File: src/lcf_pkg.sv
// Shared constants and types for the link control protocol entity
package lcf_pkg;

    localparam int LCF_FUNC_W        = 8;
    localparam int LCF_ADDR_W        = 8;
    localparam int LCF_QUEUE_DEPTH   = 4;
    // Nominal timeout; the allowed window is plus or minus ten percent
    localparam int LCF_TIMEOUT_NS    = 1_000_000_000;
    localparam int LCF_CLK_PERIOD_NS = 10;
    localparam int LCF_TIMEOUT_CYCLES = LCF_TIMEOUT_NS / LCF_CLK_PERIOD_NS;

    typedef enum logic [1:0] {
        LCF_OUT_OF_SERVICE,
        LCF_IN_SERVICE,
        LCF_AWAIT_ACK
    } lcf_state_e;

    typedef struct packed {
        logic [LCF_FUNC_W-1:0] func;
        logic [LCF_ADDR_W-1:0] addr;
    } lcf_msg_s;

endpackage : lcf_pkg

File: src/lcf_fsm.sv
// Link control layer 3 protocol entity state machine
// Functional notes
// - Three states; begin service enters in service, halt stops timer, returns out of service.
// - Exchange side behaves identically to access network side.
// - Event while awaiting acknowledgement is saved, replayed after returning in service.
// - Ack in service and timer expiry outside await are silently discarded.
// - Received link control answered with ack and forwarded upward unless out of service (then reported as error), no state change.
// - Ack while awaiting stops timer, returns to in service.
// - First expiry retransmits and restarts; second reports error, returns in service.
// - Supervision timer expires after one second, within ten percent.
module lcf_fsm
    import lcf_pkg::*;
#(
    parameter int TIMEOUT_CYCLES = LCF_TIMEOUT_CYCLES,
    parameter int QUEUE_DEPTH    = LCF_QUEUE_DEPTH
) (
    input  wire logic       I_CLOCK,
    input  wire logic       I_RST,
    input  wire logic       I_BEGIN_SERVICE,
    input  wire logic       I_HALT_SERVICE,
    input  wire logic       I_FE_VALID,
    input  wire lcf_msg_s   I_FE,
    input  wire logic       I_RX_LC_VALID,
    input  wire lcf_msg_s   I_RX_LC,
    input  wire logic       I_RX_ACK_VALID,
    output logic            O_TX_LC_VALID,
    output lcf_msg_s        O_TX_LC,
    output logic            O_TX_ACK_VALID,
    output logic            O_FE_UP_VALID,
    output lcf_msg_s        O_FE_UP,
    output logic            O_ERR_REPORT,
    output lcf_state_e      O_STATE
);

    localparam int TW = $clog2(TIMEOUT_CYCLES + 1);
    localparam int PW = (QUEUE_DEPTH > 1) ? $clog2(QUEUE_DEPTH) : 1;
    localparam int CW = $clog2(QUEUE_DEPTH + 1);
    localparam logic [TW-1:0] TMR_LOAD = TW'(TIMEOUT_CYCLES);
    localparam logic [CW-1:0] Q_FULL   = CW'(QUEUE_DEPTH);

    lcf_state_e     state_reg;
    lcf_state_e     state_next;
    logic [TW-1:0]  tmr_cnt_reg;
    logic           second_reg;
    logic [PW-1:0]  wr_ptr_reg;
    logic [PW-1:0]  rd_ptr_reg;
    logic [CW-1:0]  count_reg;
    logic           wrote_reg;
    lcf_msg_s       head_data;

    logic in_oos;
    logic in_is;
    logic in_aw;
    logic halt;
    logic expiry;
    logic saved_ok;
    logic send_new;
    logic send_saved;
    logic push;
    logic pop;
    logic oos_err;
    logic full_err;

    // Same table on both sides of the interface, so one machine serves either
    assign in_oos   = (state_reg == LCF_OUT_OF_SERVICE);
    assign in_is    = (state_reg == LCF_IN_SERVICE);
    assign in_aw    = (state_reg == LCF_AWAIT_ACK);
    assign halt     = I_HALT_SERVICE && !in_oos;
    // Timer only counts in the await state, so a stray expiry cannot arise
    assign expiry   = in_aw && (tmr_cnt_reg == TW'(1));
    // Head word is stale for one cycle after a write into an empty queue
    assign saved_ok = (count_reg != '0) && !wrote_reg;
    assign send_saved = in_is && !halt && saved_ok;
    assign send_new   = in_is && !halt && (count_reg == '0) && I_FE_VALID;
    // Saved events keep arrival order: new one queued behind the head
    assign push     = !halt && I_FE_VALID && (count_reg != Q_FULL) &&
                      (in_aw || (in_is && count_reg != '0));
    assign pop      = send_saved;
    assign oos_err  = in_oos && (I_RX_LC_VALID || I_RX_ACK_VALID || I_FE_VALID);
    // Overflowing the saved-event store is reported rather than lost silently
    assign full_err = !halt && I_FE_VALID && (count_reg == Q_FULL) && (in_aw || (in_is && count_reg != '0));

    always_comb begin
        state_next = state_reg;
        case (state_reg)
            LCF_OUT_OF_SERVICE: begin
                if (I_BEGIN_SERVICE) begin
                    state_next = LCF_IN_SERVICE;
                end
            end
            LCF_IN_SERVICE: begin
                if (halt) begin
                    state_next = LCF_OUT_OF_SERVICE;
                end else if (send_saved || send_new) begin
                    state_next = LCF_AWAIT_ACK;
                end
            end
            LCF_AWAIT_ACK: begin
                if (halt) begin
                    state_next = LCF_OUT_OF_SERVICE;
                end else if (I_RX_ACK_VALID) begin
                    state_next = LCF_IN_SERVICE;
                end else if (expiry && second_reg) begin
                    state_next = LCF_IN_SERVICE;
                end
            end
            default: begin
                state_next = LCF_OUT_OF_SERVICE;
            end
        endcase
    end

    always_ff @(posedge I_CLOCK or posedge I_RST) begin
        if (I_RST) begin
            state_reg <= LCF_OUT_OF_SERVICE;
        end else begin
            state_reg <= state_next;
        end
    end

    // Supervision timer and its retry flag
    always_ff @(posedge I_CLOCK or posedge I_RST) begin
        if (I_RST) begin
            tmr_cnt_reg <= '0;
            second_reg  <= 1'b0;
        end else if (halt || (in_aw && I_RX_ACK_VALID) || (expiry && second_reg)) begin
            tmr_cnt_reg <= '0;
            second_reg  <= 1'b0;
        end else if (send_saved || send_new) begin
            tmr_cnt_reg <= TMR_LOAD;
            second_reg  <= 1'b0;
        end else if (expiry) begin
            tmr_cnt_reg <= TMR_LOAD;
            second_reg  <= 1'b1;
        end else if (in_aw) begin
            tmr_cnt_reg <= tmr_cnt_reg - TW'(1);
        end
    end

    // Saved-event queue pointers; stopping traffic discards pending events
    always_ff @(posedge I_CLOCK or posedge I_RST) begin
        if (I_RST) begin
            wr_ptr_reg <= '0;
            rd_ptr_reg <= '0;
            count_reg  <= '0;
            wrote_reg  <= 1'b0;
        end else if (halt) begin
            wr_ptr_reg <= '0;
            rd_ptr_reg <= '0;
            count_reg  <= '0;
            wrote_reg  <= 1'b0;
        end else begin
            wrote_reg <= push && (count_reg == '0);
            if (push) begin
                wr_ptr_reg <= (wr_ptr_reg == PW'(QUEUE_DEPTH - 1)) ? '0 : wr_ptr_reg + PW'(1);
            end
            if (pop) begin
                rd_ptr_reg <= (rd_ptr_reg == PW'(QUEUE_DEPTH - 1)) ? '0 : rd_ptr_reg + PW'(1);
            end
            count_reg <= count_reg + CW'(push) - CW'(pop);
        end
    end

    lcf_mem #(
        .W     ($bits(lcf_msg_s)),
        .DEPTH (QUEUE_DEPTH),
        .AW    (PW)
    ) u_saved (
        .i_clk     (I_CLOCK),
        .i_wr_en   (push),
        .i_wr_addr (wr_ptr_reg),
        .i_wr_data (I_FE),
        .i_rd_addr (rd_ptr_reg),
        .o_rd_data (head_data)
    );

    // Outgoing link control, held for a retransmission
    always_ff @(posedge I_CLOCK or posedge I_RST) begin
        if (I_RST) begin
            O_TX_LC_VALID <= 1'b0;
            O_TX_LC       <= '0;
        end else begin
            O_TX_LC_VALID <= send_saved || send_new || (expiry && !second_reg && !halt && !I_RX_ACK_VALID);
            if (send_saved) begin
                O_TX_LC <= head_data;
            end else if (send_new) begin
                O_TX_LC <= I_FE;
            end
        end
    end

    // Peer link control: acknowledge and forward upward
    always_ff @(posedge I_CLOCK or posedge I_RST) begin
        if (I_RST) begin
            O_TX_ACK_VALID <= 1'b0;
            O_FE_UP_VALID  <= 1'b0;
            O_FE_UP        <= '0;
        end else begin
            O_TX_ACK_VALID <= I_RX_LC_VALID && !in_oos;
            O_FE_UP_VALID  <= I_RX_LC_VALID && !in_oos;
            if (I_RX_LC_VALID && !in_oos) begin
                O_FE_UP <= I_RX_LC;
            end
        end
    end

    always_ff @(posedge I_CLOCK or posedge I_RST) begin
        if (I_RST) begin
            O_ERR_REPORT <= 1'b0;
            O_STATE      <= LCF_OUT_OF_SERVICE;
        end else begin
            O_ERR_REPORT <= oos_err || full_err || (expiry && second_reg && !halt && !I_RX_ACK_VALID);
            O_STATE      <= state_next;
        end
    end
endmodule : lcf_fsm

File: src/lcf_mem.sv
// Small storage for saved link function events, registered read port
module lcf_mem #(
    parameter int W     = 16,
    parameter int DEPTH = 4,
    parameter int AW    = 2
) (
    input  wire logic         i_clk,
    input  wire logic         i_wr_en,
    input  wire logic [AW-1:0] i_wr_addr,
    input  wire logic [W-1:0]  i_wr_data,
    input  wire logic [AW-1:0] i_rd_addr,
    output logic      [W-1:0]  o_rd_data
);

    logic [W-1:0] mem_reg [DEPTH];

    always_ff @(posedge i_clk) begin
        if (i_wr_en) begin
            mem_reg[i_wr_addr] <= i_wr_data;
        end
    end

    // Read before write: a word written this cycle shows one cycle later
    always_ff @(posedge i_clk) begin
        o_rd_data <= mem_reg[i_rd_addr];
    end

endmodule : lcf_mem

File: config.mk
export PLATFORM = sky130hd
export DESIGN_NAME = lcf_fsm
export DESIGN_NICKNAME = d
export VERILOG_FILES = /design/src/lcf_pkg.sv /design/src/lcf_fsm.sv /design/src/lcf_mem.sv
export SDC_FILE = /design/constraint.sdc
export NUM_CORES = 1
export LEC_CHECK = 0
export BUFFER_PORTS_ARGS = -buffer_cell sky130_fd_sc_hd__buf_2
export CAP_MARGIN = 30
export CELL_PAD_IN_SITES_DETAIL_PLACEMENT = 0
export CELL_PAD_IN_SITES_GLOBAL_PLACEMENT = 1
export CORE_MARGIN = 1
export CORE_UTILIZATION = 31
export DETAILED_ROUTE_END_ITERATION = 12
export PLACE_DENSITY = 0.6
export RECOVER_POWER = 25
export SLEW_MARGIN = 30
export SYNTH_ARGS = -nofsm -noshare
export SYNTH_HDL_FRONTEND = slang
export SYNTH_SLANG_ARGS = --single-unit
File: constraint.sdc
create_clock -name I_CLOCK -period 8.35 [get_ports I_CLOCK]
set_input_delay 0.835 -clock I_CLOCK [delete_from_list [all_inputs] [get_ports I_CLOCK]]
set_output_delay 0.835 -clock I_CLOCK [all_outputs]
set_load 0.005 [all_outputs]
# ---- Word level (Yosys, flattened, before mapping)
# Memory sizes are Yosys's and may differ from the RTL's. A register that Yosys moved wholly into a read port is not among the register bits.
# Cells that the tools add are included.
# Widths: inputs -> output; s select.
dict set report totals {
  input_bits 39
  mem_count 1
  output_inout_bits 38
  word_cells 102
  reg_bits 73
  ram_bits 64
}
# name depth width read_ports rd_clocked_by_memory_dff wr line
set mem_list {}
lappend mem_list {u_saved.mem_reg 4 16 1 1 1 lcf_mem.sv:15} ;# logic [W-1:0] mem_reg [DEPTH];
dict set report classes {
  reduce_logical 46
  add_sub_neg 5
  eq_ne 10
  mux 26
}
# op n
set op_table {}
lappend op_table {{$mux 27} 4}
lappend op_table {{$mux 16} 2}
lappend op_table {{$eq 27x1->1 const B} 1}
lappend op_table {{$sub 27x1->27 const B} 1}
lappend op_table {{$mux 2} 12}
lappend op_table {{$logic_and 1x1->1} 23}
lappend op_table {{$logic_or 1x1->1} 9}
lappend op_table {{$eq 2x2->1 const B} 3}
lappend op_table {{$mux 1} 6}
lappend op_table {{$pmux 2 s3} 1}
lappend op_table {{$reduce_bool 2->1} 3}
lappend op_table {{$reduce_bool 3->1} 2}
lappend op_table {{$logic_not 1->1} 5}
lappend op_table {{$add 2x1->2 const B} 2}
lappend op_table {{$ne 4x2->1 const B} 1}
lappend op_table {{$reduce_bool 4->1} 1}
lappend op_table {{$add 3x1->3} 1}
lappend op_table {{$eq 3x3->1 const B} 1}
lappend op_table {{$logic_not 3->1} 1}
lappend op_table {{$mux 3} 1}
lappend op_table {{$ne 3x1->1 const B} 1}
lappend op_table {{$ne 3x3->1 const B} 1}
lappend op_table {{$reduce_and 3->1} 1}
lappend op_table {{$sub 3x1->3} 1}
lappend op_table {{3 further kinds} 3}

# ---- Logic depth before layout (Yosys ltp)
dict set report logic_depth {
  depth_word 11
  ltp_mapped 13
}

# ---- Cells and area by module
# From an unflattened synthesis, not the netlist that was laid out.
dict set report hier_totals {
  cells_unflattened 485
  area_unflattened_um2 6587.6
}
# mod instances seq_area_each_um2 area_per_inst_um2 cells_per_inst
set by_module_without_submodules {}
lappend by_module_without_submodules {lcf_fsm 1 1826.8 3890.0 381}
lappend by_module_without_submodules {lcf_mem 1 2242.2 2697.6 104}

# ---- Worst setup path after synthesis
# OpenSTA, ideal clock, no wires.
dict set report synth_path {
  path_type {input -> register}
  startpoint {input I_HALT_SERVICE}
  endpoint {register count_reg[2]}
  arrival_time_ns 2.807
  required_ns 8.213
  setup_ns 0.137
  cell_stages 11
  slack_ns 5.405
  cell_sequence {nor4_1 -> buf_2 -> buf_2 -> ha_1 -> inv_1 -> ha_1 -> inv_1 -> fa_1 -> xor2_1 -> xnor2_1 -> nor2_1}
}
dict set report synth_between {
  elab_chain_len 8
}
# element line
set synth_rtl {}
lappend synth_rtl {{start: declaration} lcf_fsm.sv:20} ;# input wire logic I_HALT_SERVICE,
lappend synth_rtl {{$logic_and 1x1->1 (*)} lcf_fsm.sv:68} ;# assign halt = I_HALT_SERVICE && !in_oos;
lappend synth_rtl {{$logic_not 1->1} {lcf_fsm.sv:73, lcf_fsm.sv:76}}
lappend synth_rtl {{$logic_and 1x1->1 (3 in a row)} lcf_fsm.sv:76} ;# assign push = !halt && I_FE_VALID && (count_reg != Q_FULL) &&
lappend synth_rtl {{$add 3x1->3} lcf_fsm.sv:160} ;# count_reg <= count_reg + CW'(push) - CW'(pop);
lappend synth_rtl {{$sub 3x1->3} lcf_fsm.sv:160}
lappend synth_rtl {{$mux 3 (*)} lcf_fsm.sv:147} ;# end else if (halt) begin
lappend synth_rtl {{end signal: assignment} lcf_fsm.sv:160}
lappend synth_rtl {{end: declaration} lcf_fsm.sv:47} ;# logic [CW-1:0] count_reg;
# Mark *: on every way between the ends. The rest lies on a longest branch, timed or not.
# A chain may end at the register's enable or synchronous reset.

==> run_results.csv <==
group,metric,value,unit
status,result_of_the_run,"finished, violations left",
status,failed_checks,"capacitance limit, slew limit",
worst_setup_path,cp.required,8.63,ns
clock_tree,cts_buffers,17,
synthesis,async_flop_share,0.477,
sta,slew_viol_final,28,
clock_tree,clock_tree_root,"sky130_fd_sc_hd__clkbuf_16",
layout,synthToLayoutAreaGrowth,19.9,%
layout,largest_register_ffs,64,
sta,setup-tns-final,0,ns
clock_tree,numClockSinks,153,
global_routing,grt_max_degree,47,
layout,design.final.nets,606,
global_routing,grt_pass1_vias,4179,
layout,multi_input_area,2200,um2
global_routing,grt_first_pass_wirelength,22500,um
worst_setup_path,critPathTopFamily,"adder cells",
detailed_routing,vias,4094,
sta,final_hold_viol_count,0,
detailed_routing,detail_route.drc_violations,0,
floorplan,fp.dieW,146,um
synthesis,post_synth_and_or_nand_nor_area_fraction,0.119,
placed_design,detailed_place_hpwl,9100,um
sta,clock.fmax,0.316,GHz
synthesis,yosys_warnings,0,
placed_design,port_buffers,76,
sta,setup_viol_count_final,0,
sta,timing.slew.headroom,-0.132,
sta,rsz0062_at_grt,"no",
clock_tree,ctsHtreeMaxLevel,4,
synthesis,ys_types,52,
placed_design,routabilityCongestion,0.801,
worst_setup_path,critical_path.max_stage_delay,0.58,ns
floorplan,initial_core_utilization,0.317,
synthesis,synth_area_per_cell,13.4,um2
synthesis,synth_fa_ha_area_frac,0.0207,
global_routing,grtUsageTotal,0.140,
job,timing.max_cap.violations,1,
synthesis,synth_top_family_by_area,"simple AND/OR/NAND/NOR gates",
min_path,worstHoldPathType,"flip-flop to flip-flop",
synthesis,ys_ff_latch,153,
power_and_ir_drop,intPower,1.77,mW
detailed_routing,postRouteAntennaNets,0,
worst_setup_path,timing.critical_path.to_type,"flip-flop",
layout,mostFrequentLayoutCell,"sky130_fd_sc_hd__dfrtp_1",
worst_setup_path,crit_slowest_cell,"sky130_fd_sc_hd__nor2b_2",
sta,final.min_clock_period,3.17,ns
clock_tree,postCtsHoldBufs,0,
synthesis,synth_enable_flop_cells,64,
worst_setup_path,cp_common_cell,"sky130_fd_sc_hd__inv_1",
synthesis,synth_compound_area_frac,0.0697,
worst_setup_path,start_kind,"flip-flop",
worst_setup_path,cp_num_buf_inv,3,
clock_tree,clkSlewWorstSetupHoldPaths,0.06,ns
detailed_routing,routed_wire_length_per_instance,16.7,um
floorplan,placement_rows,52,
synthesis,synth_top_flop_cell,"sky130_fd_sc_hd__dfrtp_1",
layout,seqCellArea,4070,um2
clock_tree,ctsResizeCount,0,
detailed_routing,drtPass1Iterations,4,
clock_tree,post-cts-setup-buffers,0,
floorplan,core-area,20200,um2
sta,final.period_utilization,0.379,
synthesis,synth.net_count,527,
detailed_routing,detailedRoute.firstIterationViolations,282,
layout,fin_area,7680,um2
power_and_ir_drop,power.combinational.fraction,0.303,
floorplan,fp.dieArea,21300,um2
synthesis,synth_cells,478,
synthesis,seq_area_frac_synth,0.635,
floorplan,chipHeight,146,um
floorplan,io-pin-count,77,
layout,layout_common_cells,"sky130_fd_sc_hd__dfrtp_1 (73), sky130_fd_sc_hd__edfxtp_1 (64), sky130_fd_sc_hd__buf_2 (59)",
worst_setup_path,cp.arrival,3.44,ns
power_and_ir_drop,power.static_leakage,2.98,nW
worst_setup_path,timing.critical_path.cells,"nor2b_2 -> nand2_1 -> a21oi_1 -> inv_1 -> ha_1 -> inv_1 -> ha_1 -> inv_1 -> fa_1 -> xor2_1 -> xnor2_1 -> nor2_1",
detailed_routing,route.final.wire_length,14000,um
sta,final.setup.worst_slack,5.18,ns
global_routing,antenna_found_initial,1,
synthesis,synth.mux.area_fraction,0.117,
power_and_ir_drop,pwr-share-clk,0.287,
power_and_ir_drop,pwr_cell_area,351,nW/um2
layout,n_fill_cell,1905,
clock_tree,cts_tree,"yes",
worst_setup_path,critPathKind,"flip-flop to flip-flop",
placed_design,dp_worst_setup_slack,4.91,ns
detailed_routing,via_per_inst,4.87,
power_and_ir_drop,swShare,0.344,
clock_tree,cts-root-to-sink-buffers,2,
layout,final_layout_size_suffix_gt1_frac,0.246,
power_and_ir_drop,ir_worst_vdd,0.000144,V
synthesis,xor_xnor_share_of_the_synthesized_area,0.0137,
clock_tree,clk-insertion-delay-late,0.43,ns
power_and_ir_drop,seqPwrFrac,0.410,
global_routing,globalRouteOverflowTotal,0,
worst_setup_path,crit_fanout,14,
power_and_ir_drop,switchingPower,929,uW
placed_design,post_dp_cell_area,7100,um2
sta,clock-skew-final,0.0178,ns
sta,tightest_slew,1.70,ns
synthesis,netlist_area_before_placement,6410,um2
## through the flow
stage               utilization  hold WS (ns)  std cells  power, mW
finish                    0.380         0.474        841       2.70
global route              0.380         0.509        840       2.88
CTS                       0.380         0.480        839       2.73
detailed placement        0.351         0.465        807       1.94
global placement          0.349         0.461        806       1.93
floorplan                     -         0.457        478       1.66
## worst paths after layout
path / startpoint / end / slack, ns / cells after the start
worst max-delay path: O_STATE[1] / count_reg[2] / 5.18 / 12
worst min-delay path: O_TX_LC[13] / O_TX_LC[13] / 0.47 / 2
worst max register to register: O_STATE[1] / count_reg[2] / 5.18 / 12
worst min register to register: O_TX_LC[13] / O_TX_LC[13] / 0.47 / 2
max in group asynchronous: I_RST / O_FE_UP[5] / 6.37 / 3
min in group asynchronous: I_RST / O_TX_LC[9] / 1.00 / 3
## tightest hold or removal path: stages (launching register included)
cell	delay, ns
sky130_fd_sc_hd__dfrtp_1	0.34
sky130_fd_sc_hd__nand2_1	0.05
sky130_fd_sc_hd__o21ai_0	0.06
## synth_stat cells, types with 8 or more instances
cell type,instances,share of area
sky130_fd_sc_hd__nand4_1,11,0.011
sky130_fd_sc_hd__o21ai_0,27,0.021
sky130_fd_sc_hd__inv_1,15,0.0088
sky130_fd_sc_hd__nor3_1,10,0.0078
sky130_fd_sc_hd__ha_1,9,0.018
sky130_fd_sc_hd__clkbuf_1,11,0.0064
sky130_fd_sc_hd__a21oi_1,20,0.016
sky130_fd_sc_hd__nor2_1,29,0.017
sky130_fd_sc_hd__buf_2,10,0.0078
sky130_fd_sc_hd__edfxtp_1,64,0.30
sky130_fd_sc_hd__xor2_1,8,0.011
sky130_fd_sc_hd__mux2i_1,19,0.030
sky130_fd_sc_hd__mux2_2,18,0.032
sky130_fd_sc_hd__nand2_1,26,0.015
sky130_fd_sc_hd__mux4_2,16,0.056
sky130_fd_sc_hd__dfrtp_1,73,0.28
sky130_fd_sc_hd__dfxtp_1,16,0.050
## kinds of logic after synthesis
| kind of cell | count (synthesis) |
|---|---|
| DFF | 153 |
| buffers and inverters | 38 |
| adders and majority gates | 10 |
| AOI/OAI and AO/OA | 76 |
| muxes | 53 |
| xor gates and xnor gates | 10 |
| and+or+nand+nor | 138 |
## metal layers
| metal | routed length, um | up-vias | global-route usage | share of wire |
|---|---|---|---|---|
| met5 | 0 | - | 0 | 0 |
| met4 | 209 | 0 | 0.0621 | 0.015 |
| met3 | 606 | 19 | 0.0348 | 0.043 |
| met2 | 6830 | 86 | 0.228 | 0.49 |
| met1 | 6370 | 2041 | 0.176 | 0.45 |
| li1 | - | 1948 | - | - |
## power by group through the flow
| stage | combinational, mW | clock, mW | sequential [mW] |
|---|---|---|---|
| floorplan | 0.579 | 0 | 1.08 |
| global placement | 0.813 | 0 | 1.11 |
| detailed placement | 0.826 | 0 | 1.12 |
| CTS | 0.828 | 0.796 | 1.11 |
| global route | 0.917 | 0.826 | 1.13 |
| finish | 0.817 | 0.775 | 1.11 |
## layout make-up
| class | count | share of cell area |
|---|---|---|
| clock buffers | 18 | 0.0558 |
| clock inverters | 14 | 0.0210 |
| well taps | 270 | 0.0440 |
| multi-input cells | 287 | 0.286 |
| flip-flops and latches | 153 | 0.529 |
| repair buffers | 83 | 0.0562 |
| inverters | 15 | 0.00749 |
| diodes | 1 | 0.000326 |
(Power assumes the default switching activity.)
